### src/wwc_pkg.sv
// Shared constants, types and the register map of the cellular module control block.
// Assumes one 125 MHz clock and an APB master with 32-bit data.
package wwc_pkg;

    // Clock rate in MHz, used to turn milliseconds into cycles.
    localparam int CLK_MHZ      = 125;
    // Least time the power control pin must stay low before the module is off.
    localparam int OFF_HOLD_MS  = 500;
    localparam int OFF_HOLD_CYC = OFF_HOLD_MS * CLK_MHZ * 1000;

    // APB address width and register byte offsets.
    localparam int         ADDR_W   = 12;
    localparam logic [11:0] CTRL_OFF = 12'h000;
    localparam logic [11:0] STAT_OFF = 12'h004;
    localparam logic [11:0] EVT_OFF  = 12'h008;

    // Synchronised control pins, most significant first.
    typedef struct packed {
        logic pwr_on;       // Power control, high means on.
        logic radio_off_n;  // Low forces the radio off.
        logic pos_off_n;    // Low forces positioning off.
        logic prox_n;       // Low requests transmit power backoff.
        logic card;         // High means a card is present.
    } wwc_pins_s;

    // Idle pin levels: power pulled down, the rest pulled up.
    localparam logic [4:0] PINS_RST = 5'h0F;

    // Control register: software enables and the wake request.
    typedef struct packed {
        logic [28:0] rsvd;
        logic        wake;
        logic        pos_en;
        logic        radio_en;
    } wwc_ctrl_s;
    localparam logic [31:0] CTRL_RST = 32'h0000_0003;

    // Status register: live state of the block.
    typedef struct packed {
        logic [26:0] rsvd;
        logic        card;
        logic        backoff;
        logic        pos_on;
        logic        radio_on;
        logic        module_on;
    } wwc_stat_s;

    // Sticky card events, cleared by writing one.
    typedef struct packed {
        logic removed;
        logic inserted;
    } wwc_evt_s;
    localparam logic [1:0] EVT_RST = 2'h0;

    // Power state, Gray coded along off, on, draining.
    typedef enum logic [1:0] {
        PWR_OFF   = 2'b00,
        PWR_ON    = 2'b01,
        PWR_DRAIN = 2'b11
    } wwc_pwr_e;

endpackage

### src/wwc_sync.sv
// Two-stage synchroniser for a group of pin levels.
// Assumes the inputs are asynchronous to clk; the reset value sets each idle level.
`timescale 1ns/1ps
module wwc_sync #(
    parameter int         W       = 5,
    parameter logic [W-1:0] RST_VAL = '0
) (
    // Clock and reset.
    input  wire logic         clk,
    input  wire logic         rst_n,
    // Raw and synchronised levels.
    input  wire logic [W-1:0] d,
    output logic      [W-1:0] q
);

    // First stage; only the second stage reads it.
    logic [W-1:0] meta_q;

    // Both stages reset to the pull levels so a floating pin reads idle.
    always_ff @(posedge clk or negedge rst_n) begin
        if (!rst_n) begin
            meta_q <= RST_VAL;
            q      <= RST_VAL;
        end else begin
            meta_q <= d;
            q      <= meta_q;
        end
    end

endmodule

### src/wwc_ctrl.sv
// Pin control and status logic of a cellular module, seen from inside the module.
// Assumes host-driven level pins, an APB master on CLK and open-drain pads outside.
`timescale 1ns/1ps
// What this block does
// Power on while power pin high.
// Undriven power pin reads low.
// Status lamp is open-drain, active low.
// Radio-off low kills radio, else software.
// Positioning-off low kills positioning, else software.
// Wake host by pulling wake low.
// Proximity low applies transmit power backoff.
// Card edges mean insertion and removal.
// Host holds supply low 100 ms; this block has no supply input and does nothing for it.
// Restart low resets module asynchronously.
// Power off after 500 ms low.
// Lamp low while radio on.
// Synchronise every asynchronous control input.
module wwc_ctrl
    import wwc_pkg::*;
#(
    parameter int OFF_CYCLES = OFF_HOLD_CYC
) (
    // Clock and reset.
    input  wire logic              CLK,
    input  wire logic              NRST,
    // Host control pins.
    input  wire logic              POWER_CTRL,
    input  wire logic              RESTART_N,
    input  wire logic              RADIO_OFF_N,
    input  wire logic              POSITIONING_OFF_N,
    input  wire logic              PROXIMITY_BACKOFF_N,
    input  wire logic              CARD_PRESENCE,
    // Open-drain outputs to the host.
    output logic                   STATUS_LAMP_N_O,
    output logic                   STATUS_LAMP_N_OE,
    output logic                   HOST_WAKEUP_N_O,
    output logic                   HOST_WAKEUP_N_OE,
    // Controls to the module internals.
    output logic                   MODULE_ON,
    output logic                   RADIO_EN,
    output logic                   POSITIONING_EN,
    output logic                   TX_BACKOFF,
    output logic                   CARD_PRESENT,
    // APB slave.
    input  wire logic              PSEL,
    input  wire logic              PENABLE,
    input  wire logic              PWRITE,
    input  wire logic [ADDR_W-1:0] PADDR,
    input  wire logic [31:0]       PWDATA,
    output logic      [31:0]       PRDATA,
    output logic                   PREADY,
    output logic                   PSLVERR
);

    // Internal reset: either reset input asserts at once, release is synchronised.
    logic       rst_req_n;     // Combined asynchronous reset request.
    logic [1:0] rst_sync_q;    // Release synchroniser.
    logic       rst_n;         // Reset used by every flop below except the release synchroniser.

    assign rst_req_n = NRST & RESTART_N;

    // The restart pin acts without the clock, so a stopped clock cannot mask it.
    always_ff @(posedge CLK or negedge rst_req_n) begin
        if (!rst_req_n) begin
            rst_sync_q <= 2'b00;
        end else begin
            rst_sync_q <= {rst_sync_q[0], 1'b1};
        end
    end
    assign rst_n = rst_sync_q[1];

    // Pin synchronisers; idle levels follow the pad pulls.
    logic [4:0] pins_raw;      // Raw pin levels.
    logic [4:0] pins_vec;      // Synchronised levels.
    wwc_pins_s  pin_s;         // Synchronised levels by name.

    assign pins_raw = {POWER_CTRL, RADIO_OFF_N, POSITIONING_OFF_N,
                       PROXIMITY_BACKOFF_N, CARD_PRESENCE};

    // Power resets low and the others high, so an undriven pin reads its pull.
    wwc_sync #(
        .W       (5),
        .RST_VAL (PINS_RST)
    ) u_sync (
        .clk   (CLK),
        .rst_n (rst_n),
        .d     (pins_raw),
        .q     (pins_vec)
    );
    assign pin_s = wwc_pins_s'(pins_vec);

    // Power state machine and the low-time counter.
    wwc_pwr_e    state_q;      // Present power state.
    wwc_pwr_e    state_d;      // Next power state.
    logic [31:0] off_cnt_q;    // Cycles spent low while draining.
    logic [31:0] off_cnt_d;    // Next count.

    // A short low glitch must not drop power, so the pin is timed before shutting down.
    always_comb begin
        state_d = state_q;
        case (state_q)
            PWR_OFF: begin
                // Power follows a high pin at once.
                if (pin_s.pwr_on) state_d = PWR_ON;
            end
            PWR_ON: begin
                if (!pin_s.pwr_on) state_d = PWR_DRAIN;
            end
            PWR_DRAIN: begin
                // Off only once the pin has stayed low past the hold time.
                if (pin_s.pwr_on) begin
                    state_d = PWR_ON;
                end else if (off_cnt_q == 32'(OFF_CYCLES)) begin
                    state_d = PWR_OFF;
                end
            end
            default: begin
                state_d = PWR_OFF;
            end
        endcase
    end

    assign off_cnt_d = (state_q == PWR_DRAIN && !pin_s.pwr_on) ? off_cnt_q + 32'h0000_0001
                                                               : 32'h0000_0000;

    // State and counter flops.
    always_ff @(posedge CLK or negedge rst_n) begin
        if (!rst_n) begin
            state_q   <= PWR_OFF;
            off_cnt_q <= 32'h0000_0000;
        end else begin
            state_q   <= state_d;
            off_cnt_q <= off_cnt_d;
        end
    end

    // The on and draining codes share bit 0, so it is the powered flag.
    assign MODULE_ON = state_q[0];

    // Software registers.
    wwc_ctrl_s ctrl_q;         // Control register.
    wwc_ctrl_s ctrl_d;
    wwc_evt_s  evt_q;          // Sticky card events.
    wwc_evt_s  evt_d;

    // Function enables, registered so the pins see clean levels.
    logic radio_on_q;
    logic radio_on_d;
    logic pos_on_q;
    logic pos_on_d;
    logic backoff_q;
    logic backoff_d;
    logic wake_q;
    logic wake_d;
    logic card_q;              // Previous card level, for edges.

    // For radio and positioning a low pin always wins; a high pin leaves the software setting in charge.
    assign radio_on_d = MODULE_ON & pin_s.radio_off_n & ctrl_q.radio_en;
    assign pos_on_d   = MODULE_ON & pin_s.pos_off_n & ctrl_q.pos_en;
    assign backoff_d  = MODULE_ON & ~pin_s.prox_n;
    assign wake_d     = MODULE_ON & ctrl_q.wake;

    // Card edges, taken only from the synchronised level.
    logic card_ins;
    logic card_rem;
    assign card_ins = pin_s.card & ~card_q;
    assign card_rem = ~pin_s.card & card_q;

    // APB decode; the slave never waits.
    logic        apb_setup;
    logic        apb_wr;
    logic        hit_ctrl;
    logic        hit_stat;
    logic        hit_evt;
    logic        hit_any;
    wwc_stat_s   stat_w;
    logic [31:0] rd_mux;
    logic [31:0] prdata_q;

    assign apb_setup = PSEL & ~PENABLE;
    assign apb_wr    = PSEL & PENABLE & PWRITE;
    assign hit_ctrl  = (PADDR == CTRL_OFF);
    assign hit_stat  = (PADDR == STAT_OFF);
    assign hit_evt   = (PADDR == EVT_OFF);
    assign hit_any   = hit_ctrl | hit_stat | hit_evt;

    assign stat_w = '{rsvd: 27'h000_0000, card: card_q, backoff: backoff_q,
                      pos_on: pos_on_q, radio_on: radio_on_q, module_on: MODULE_ON};

    assign rd_mux = hit_ctrl ? 32'(ctrl_q) :
                    hit_stat ? 32'(stat_w) :
                    hit_evt  ? {30'h0000_0000, evt_q} : 32'h0000_0000;

    // Reserved control bits are not stored so they always read zero.
    assign ctrl_d = (apb_wr && hit_ctrl) ? wwc_ctrl_s'({29'h0000_0000, PWDATA[2:0]}) : ctrl_q;

    // A new edge beats a clear in the same cycle.
    assign evt_d = (evt_q & ~((apb_wr && hit_evt) ? PWDATA[1:0] : 2'b00))
                 | {card_rem, card_ins};

    // Register and output flops.
    always_ff @(posedge CLK or negedge rst_n) begin
        if (!rst_n) begin
            ctrl_q     <= wwc_ctrl_s'(CTRL_RST);
            evt_q      <= wwc_evt_s'(EVT_RST);
            radio_on_q <= 1'b0;
            pos_on_q   <= 1'b0;
            backoff_q  <= 1'b0;
            wake_q     <= 1'b0;
            card_q     <= PINS_RST[0];
            prdata_q   <= 32'h0000_0000;
        end else begin
            ctrl_q     <= ctrl_d;
            evt_q      <= evt_d;
            radio_on_q <= radio_on_d;
            pos_on_q   <= pos_on_d;
            backoff_q  <= backoff_d;
            wake_q     <= wake_d;
            card_q     <= pin_s.card;
            // Read data is captured in the setup cycle and held through the access.
            prdata_q   <= (apb_setup && !PWRITE) ? rd_mux : prdata_q;
        end
    end

    // Open-drain pads: data is always low, the enable pulls the line.
    assign STATUS_LAMP_N_O  = 1'b0;
    assign STATUS_LAMP_N_OE = radio_on_q;
    assign HOST_WAKEUP_N_O  = 1'b0;
    assign HOST_WAKEUP_N_OE = wake_q;

    assign RADIO_EN       = radio_on_q;
    assign POSITIONING_EN = pos_on_q;
    assign TX_BACKOFF     = backoff_q;
    assign CARD_PRESENT   = card_q;

    assign PRDATA  = prdata_q;
    assign PREADY  = 1'b1;
    assign PSLVERR = PSEL & PENABLE & ~hit_any;
endmodule

### config.mk
export PLATFORM = sky130hd
export DESIGN_NAME = wwc_ctrl
export DESIGN_NICKNAME = d
export VERILOG_FILES = /design/src/wwc_pkg.sv /design/src/wwc_sync.sv /design/src/wwc_ctrl.sv
export SDC_FILE = /design/constraint.sdc
export NUM_CORES = 1
export LEC_CHECK = 0
export BUFFER_PORTS_ARGS = -buffer_cell sky130_fd_sc_hd__buf_2
export CORE_MARGIN = 3
export CORE_UTILIZATION = 50
export CTS_BUF_LIST = sky130_fd_sc_hd__clkbuf_8
export CTS_CLUSTER_DIAMETER = 150
export DETAILED_ROUTE_END_ITERATION = 8
export PLACE_DENSITY = 0.88
export SETUP_SLACK_MARGIN = 0.5
export SLEW_MARGIN = 10
export SYNTH_ARGS = -nofsm -noshare
export SYNTH_HDL_FRONTEND = slang
export SYNTH_SLANG_ARGS = --single-unit
export TNS_END_PERCENT = 20
### constraint.sdc
create_clock -name CLK -period 3.2 [get_ports CLK]
set_input_delay 0.16 -clock CLK [delete_from_list [all_inputs] [get_ports CLK]]
set_output_delay 0.16 -clock CLK [all_outputs]
set_load 0.01 [all_outputs]
==> results_dict.tcl <==
set metrics [dict create \
    run_status "finished, final reports clean" \
    seqPwrFrac_pct 52.3 \
    h-tree-depth 3 \
    cts.path.max_buffers 2 \
    met1_wire_length_um 2800 \
    gr-total-overflow 0 \
    post-dp-hpwl_um 4870 \
    place_worst_setup_slack_ps 796 \
    postLayoutSetupSlackWorst_ps 766 \
    cp_cell_sequence "ha_1, nand4_1, or4_1, or4_1, a21oi_1" \
    number_of_endpoints_with_negative_hold_slack_in_the_final_report 0 \
    p_switching_mw 0.371 \
    synth-warning-count 0 \
    setup.worst_path.start "off_cnt_q[0]" \
    cts_tree "built" \
    post-cts-setup-buffers 0 \
    ys_seq_elements 61 \
    synth_async_sr_flop_share_pct 100 \
    endpoint_kind "register" \
    relSlewSlack_pct 40.8 \
    post_synth_edffs 0 \
    leading_area_contributor_after_synthesis "sky130_fd_sc_hd__dfrtp_1" \
    max_slew.worst_pin.slew_ps 885 \
    clk_pin_slew_ps 70 \
    top_level_ports 98 \
    share_of_the_yosys_chip_area_belonging_to_registers_pct 49.6 \
    clockRootBuffer "sky130_fd_sc_hd__clkbuf_8" \
    route.detailed.wl_per_inst_um 15.9 \
    vias_per_cell 5.82 \
    number_of_global_route_vias_before_repair 2524 \
    clkSinkCount 61 \
    clkLatencyLatePin_ps 340 \
    final_common_cell "sky130_fd_sc_hd__dfrtp_1" \
    number_of_antenna_violations_at_the_first_check_in_global_routing 0 \
    portion_of_synthesized_cell_area_occupied_by_the_leading_cell_type_pct 40.3 \
    layout_common_cells "49 x sky130_fd_sc_hd__dfrtp_1, 38 x sky130_fd_sc_hd__buf_2, 31 x sky130_fd_sc_hd__conb_1" \
    gp_congestion 0.824 \
    fillers 501 \
    rsz0062_at_grt "false" \
    multi_input_area_um2 1360 \
    cap_viol_max_count 0 \
    cts_buffer_count 9 \
    netSwitchingFraction_pct 24.0 \
    grt_first_pass_wirelength_um 11700 \
    chipHeight_um 84.8 \
    dieArea_um2 7190 \
    post_cts.resized_instances 0 \
    power_mw 1.54 \
    synth.avg_cell_area_um2 10.0 \
    combinational_group_share_of_total_power_pct 6.0 \
    report.final.setup_viol 0 \
    n_antenna_cell 0 \
    route.vias.total 2543 \
    finalNetCount 414 \
    clockPowerShare_pct 41.7 \
    rows 28 \
    slowest_delay_ps 800 \
    ant_nets 0 \
    max_clk_rate_mhz 411 \
    synthesis.area_um2 3100 \
    syn-instance-count 310 \
    cts_hold_buf 7 \
    start_util_pct 52.1 \
    path_common_cell "sky130_fd_sc_hd__or4_1" \
    worst-endpoint-required_ps 3460 \
    synth.top_cells.by_area "sky130_fd_sc_hd__dfrtp_1 40%, sky130_fd_sc_hd__dfstp_2 9.3%, sky130_fd_sc_hd__buf_4 7.5%, sky130_fd_sc_hd__or4_1 4.8%, sky130_fd_sc_hd__a21oi_1 3.9%" \
    detailed_place.area_um2 3250 \
    post-route-drc-count 0 \
    fin_worst_skew_ps 7.37 \
    slew_viol_final 0 \
    topRoutingLayerUsed "met4" \
    power_density_nw_per_um2 441 \
    timing.critical_path.buf_inv 0 \
    worst_hold_path_type "input port to register" \
    min_from "PWDATA[2]" \
    register_area_um2 1540 \
    post_route_cells_drive_above_1_share_pct 20.4 \
    dominantRegCellSynth "sky130_fd_sc_hd__dfrtp_1" \
    first_iter_violations 187 \
    period_needed_ps 2430 \
    timing_worst_setup_path_type "register to register" \
    p_leak_nw 1.48 \
    core_area_um2 5960 \
    final_util_pct 58.8 \
    worst_path_dominant_cell_family "simple AND/OR/NAND/NOR gates" \
    grt_start_max_net_pins 36 \
    timing.critical_path.arrival_ps 2690 \
    peakVddDrop_mv 0.254 \
    wl_um 6970 \
    met2RoutedLength_um 3520 \
    layout_worst_path_cycle_share_pct 76.0 \
    crit_path_top_delay_cell "sky130_fd_sc_hd__or4_1" \
    critical_path.max_fanout 19 \
    area_growth_pct 12.8 \
    setup-tns-final_ps 0 \
    intPower_mw 1.17 \
    route.met3.wl_um 369 \
    drt_pass1_iterations 4 \
    count_of_input_and_output_buffers 38 \
    track_usage_pct 20.8 \
    ys_types 44 \
    postLayoutCellArea_um2 3500 \
    critical_path.reg2reg.startpoint "off_cnt_q[0]" \
    critPathLaunchType "register" \
    die_width_um 84.8 \
]
## logic make-up after synthesis
family	after synthesis	synth area share [%]
mux	4	1.41
other cells	2	0.242
fa+ha+maj	2	0.806
simple gates	121	23.4
buf+inv	52	10.1
xor+xnor	8	2.26
flops	61	49.6
compound gates	60	12.2
## sequential cells by signal, indices dropped and copies added (netlist names)
register	flops
CARD_PRESENT	1
HOST_WAKEUP_N_OE	1
POSITIONING_EN	1
PRDATA	5
RADIO_EN	1
TX_BACKOFF	1
ctrl_q	3
evt_q	2
off_cnt_q	32
rst_sync_q	2
state_q	2
u_sync.meta_q	5
u_sync.q	5
## power by group through the flow
| stage | clock network (mW) | logic [mW] | registers, mW |
|---|---|---|---|
| after global placement | 0 | 0.0807 | 0.820 |
| after floorplan | 0 | 0.0696 | 0.824 |
| after detailed placement | 0 | 0.0858 | 0.821 |
| after CTS | 0.657 | 0.0926 | 0.808 |
| final | 0.644 | 0.0934 | 0.808 |
| after global routing | 0.691 | 0.104 | 0.810 |
## synthesized netlist by cell type (2+ instances only)
cell type and n:
sky130_fd_sc_hd__ha_1 2, sky130_fd_sc_hd__nand2_1 18, sky130_fd_sc_hd__nand4_1 9, sky130_fd_sc_hd__o21ai_0 11, sky130_fd_sc_hd__inv_1 11, sky130_fd_sc_hd__or4_1 20
sky130_fd_sc_hd__a31o_2 2, sky130_fd_sc_hd__o311ai_0 2, sky130_fd_sc_hd__dfstp_2 11, sky130_fd_sc_hd__and3_1 4, sky130_fd_sc_hd__o32ai_1 2, sky130_fd_sc_hd__clkbuf_1 8
sky130_fd_sc_hd__a21oi_1 24, sky130_fd_sc_hd__dfrtp_1 50, sky130_fd_sc_hd__buf_4 31, sky130_fd_sc_hd__o41ai_1 2, sky130_fd_sc_hd__nor3b_1 2, sky130_fd_sc_hd__or3_1 11
sky130_fd_sc_hd__xor2_1 4, sky130_fd_sc_hd__and2_0 2, sky130_fd_sc_hd__mux2_2 3, sky130_fd_sc_hd__and4_1 3, sky130_fd_sc_hd__xnor2_1 4, sky130_fd_sc_hd__and2_1 4
sky130_fd_sc_hd__conb_1 2, sky130_fd_sc_hd__nor2_1 14, sky130_fd_sc_hd__nand3_1 13, sky130_fd_sc_hd__o31ai_1 12, sky130_fd_sc_hd__nor3_1 4, sky130_fd_sc_hd__buf_2 2
sky130_fd_sc_hd__nor2b_1 2, sky130_fd_sc_hd__nor4_1 5, sky130_fd_sc_hd__nand3b_1 2, sky130_fd_sc_hd__nor4b_1 4
## through the flow
stage          instances  hold slack, ps
2_1_floorplan        339           -33.7
3_3_place_gp         414            48.2
3_5_place_dp         414            58.5
4_1_cts              437            53.1
5_1_grt              437            67.0
6_report             437            59.9
## layout make-up
type,instances,area share [%]
Sequential cell,61,44.0
Multi-Input combinational cell,226,38.8
Timing Repair Buffer,48,8.07
Clock buffer,9,3.54
Tap cell,75,2.68
Clock inverter,7,1.71
Inverter,11,1.18
## metal layers
metal	vias to the layer above	global-route usage, %
met3	25	4.51
li1	1184	-
met5	-	0
met4	0	13.2
met1	1249	24.7
met2	85	34.0
## path summary, 6_finish.rpt
kind                            endpoint  slack (ps)  cells past startpoint
setup / recovery           off_cnt_q[30]         770                      5
hold / removal                 ctrl_q[2]          60                      2
setup reg to reg           off_cnt_q[30]         770                      5
hold reg to reg             off_cnt_q[3]         340                      0
max in group asynchronous   CARD_PRESENT        2090                      1
min in group asynchronous  rst_sync_q[0]         250                      3
No activity file was read; power rests on OpenSTA's default activity.
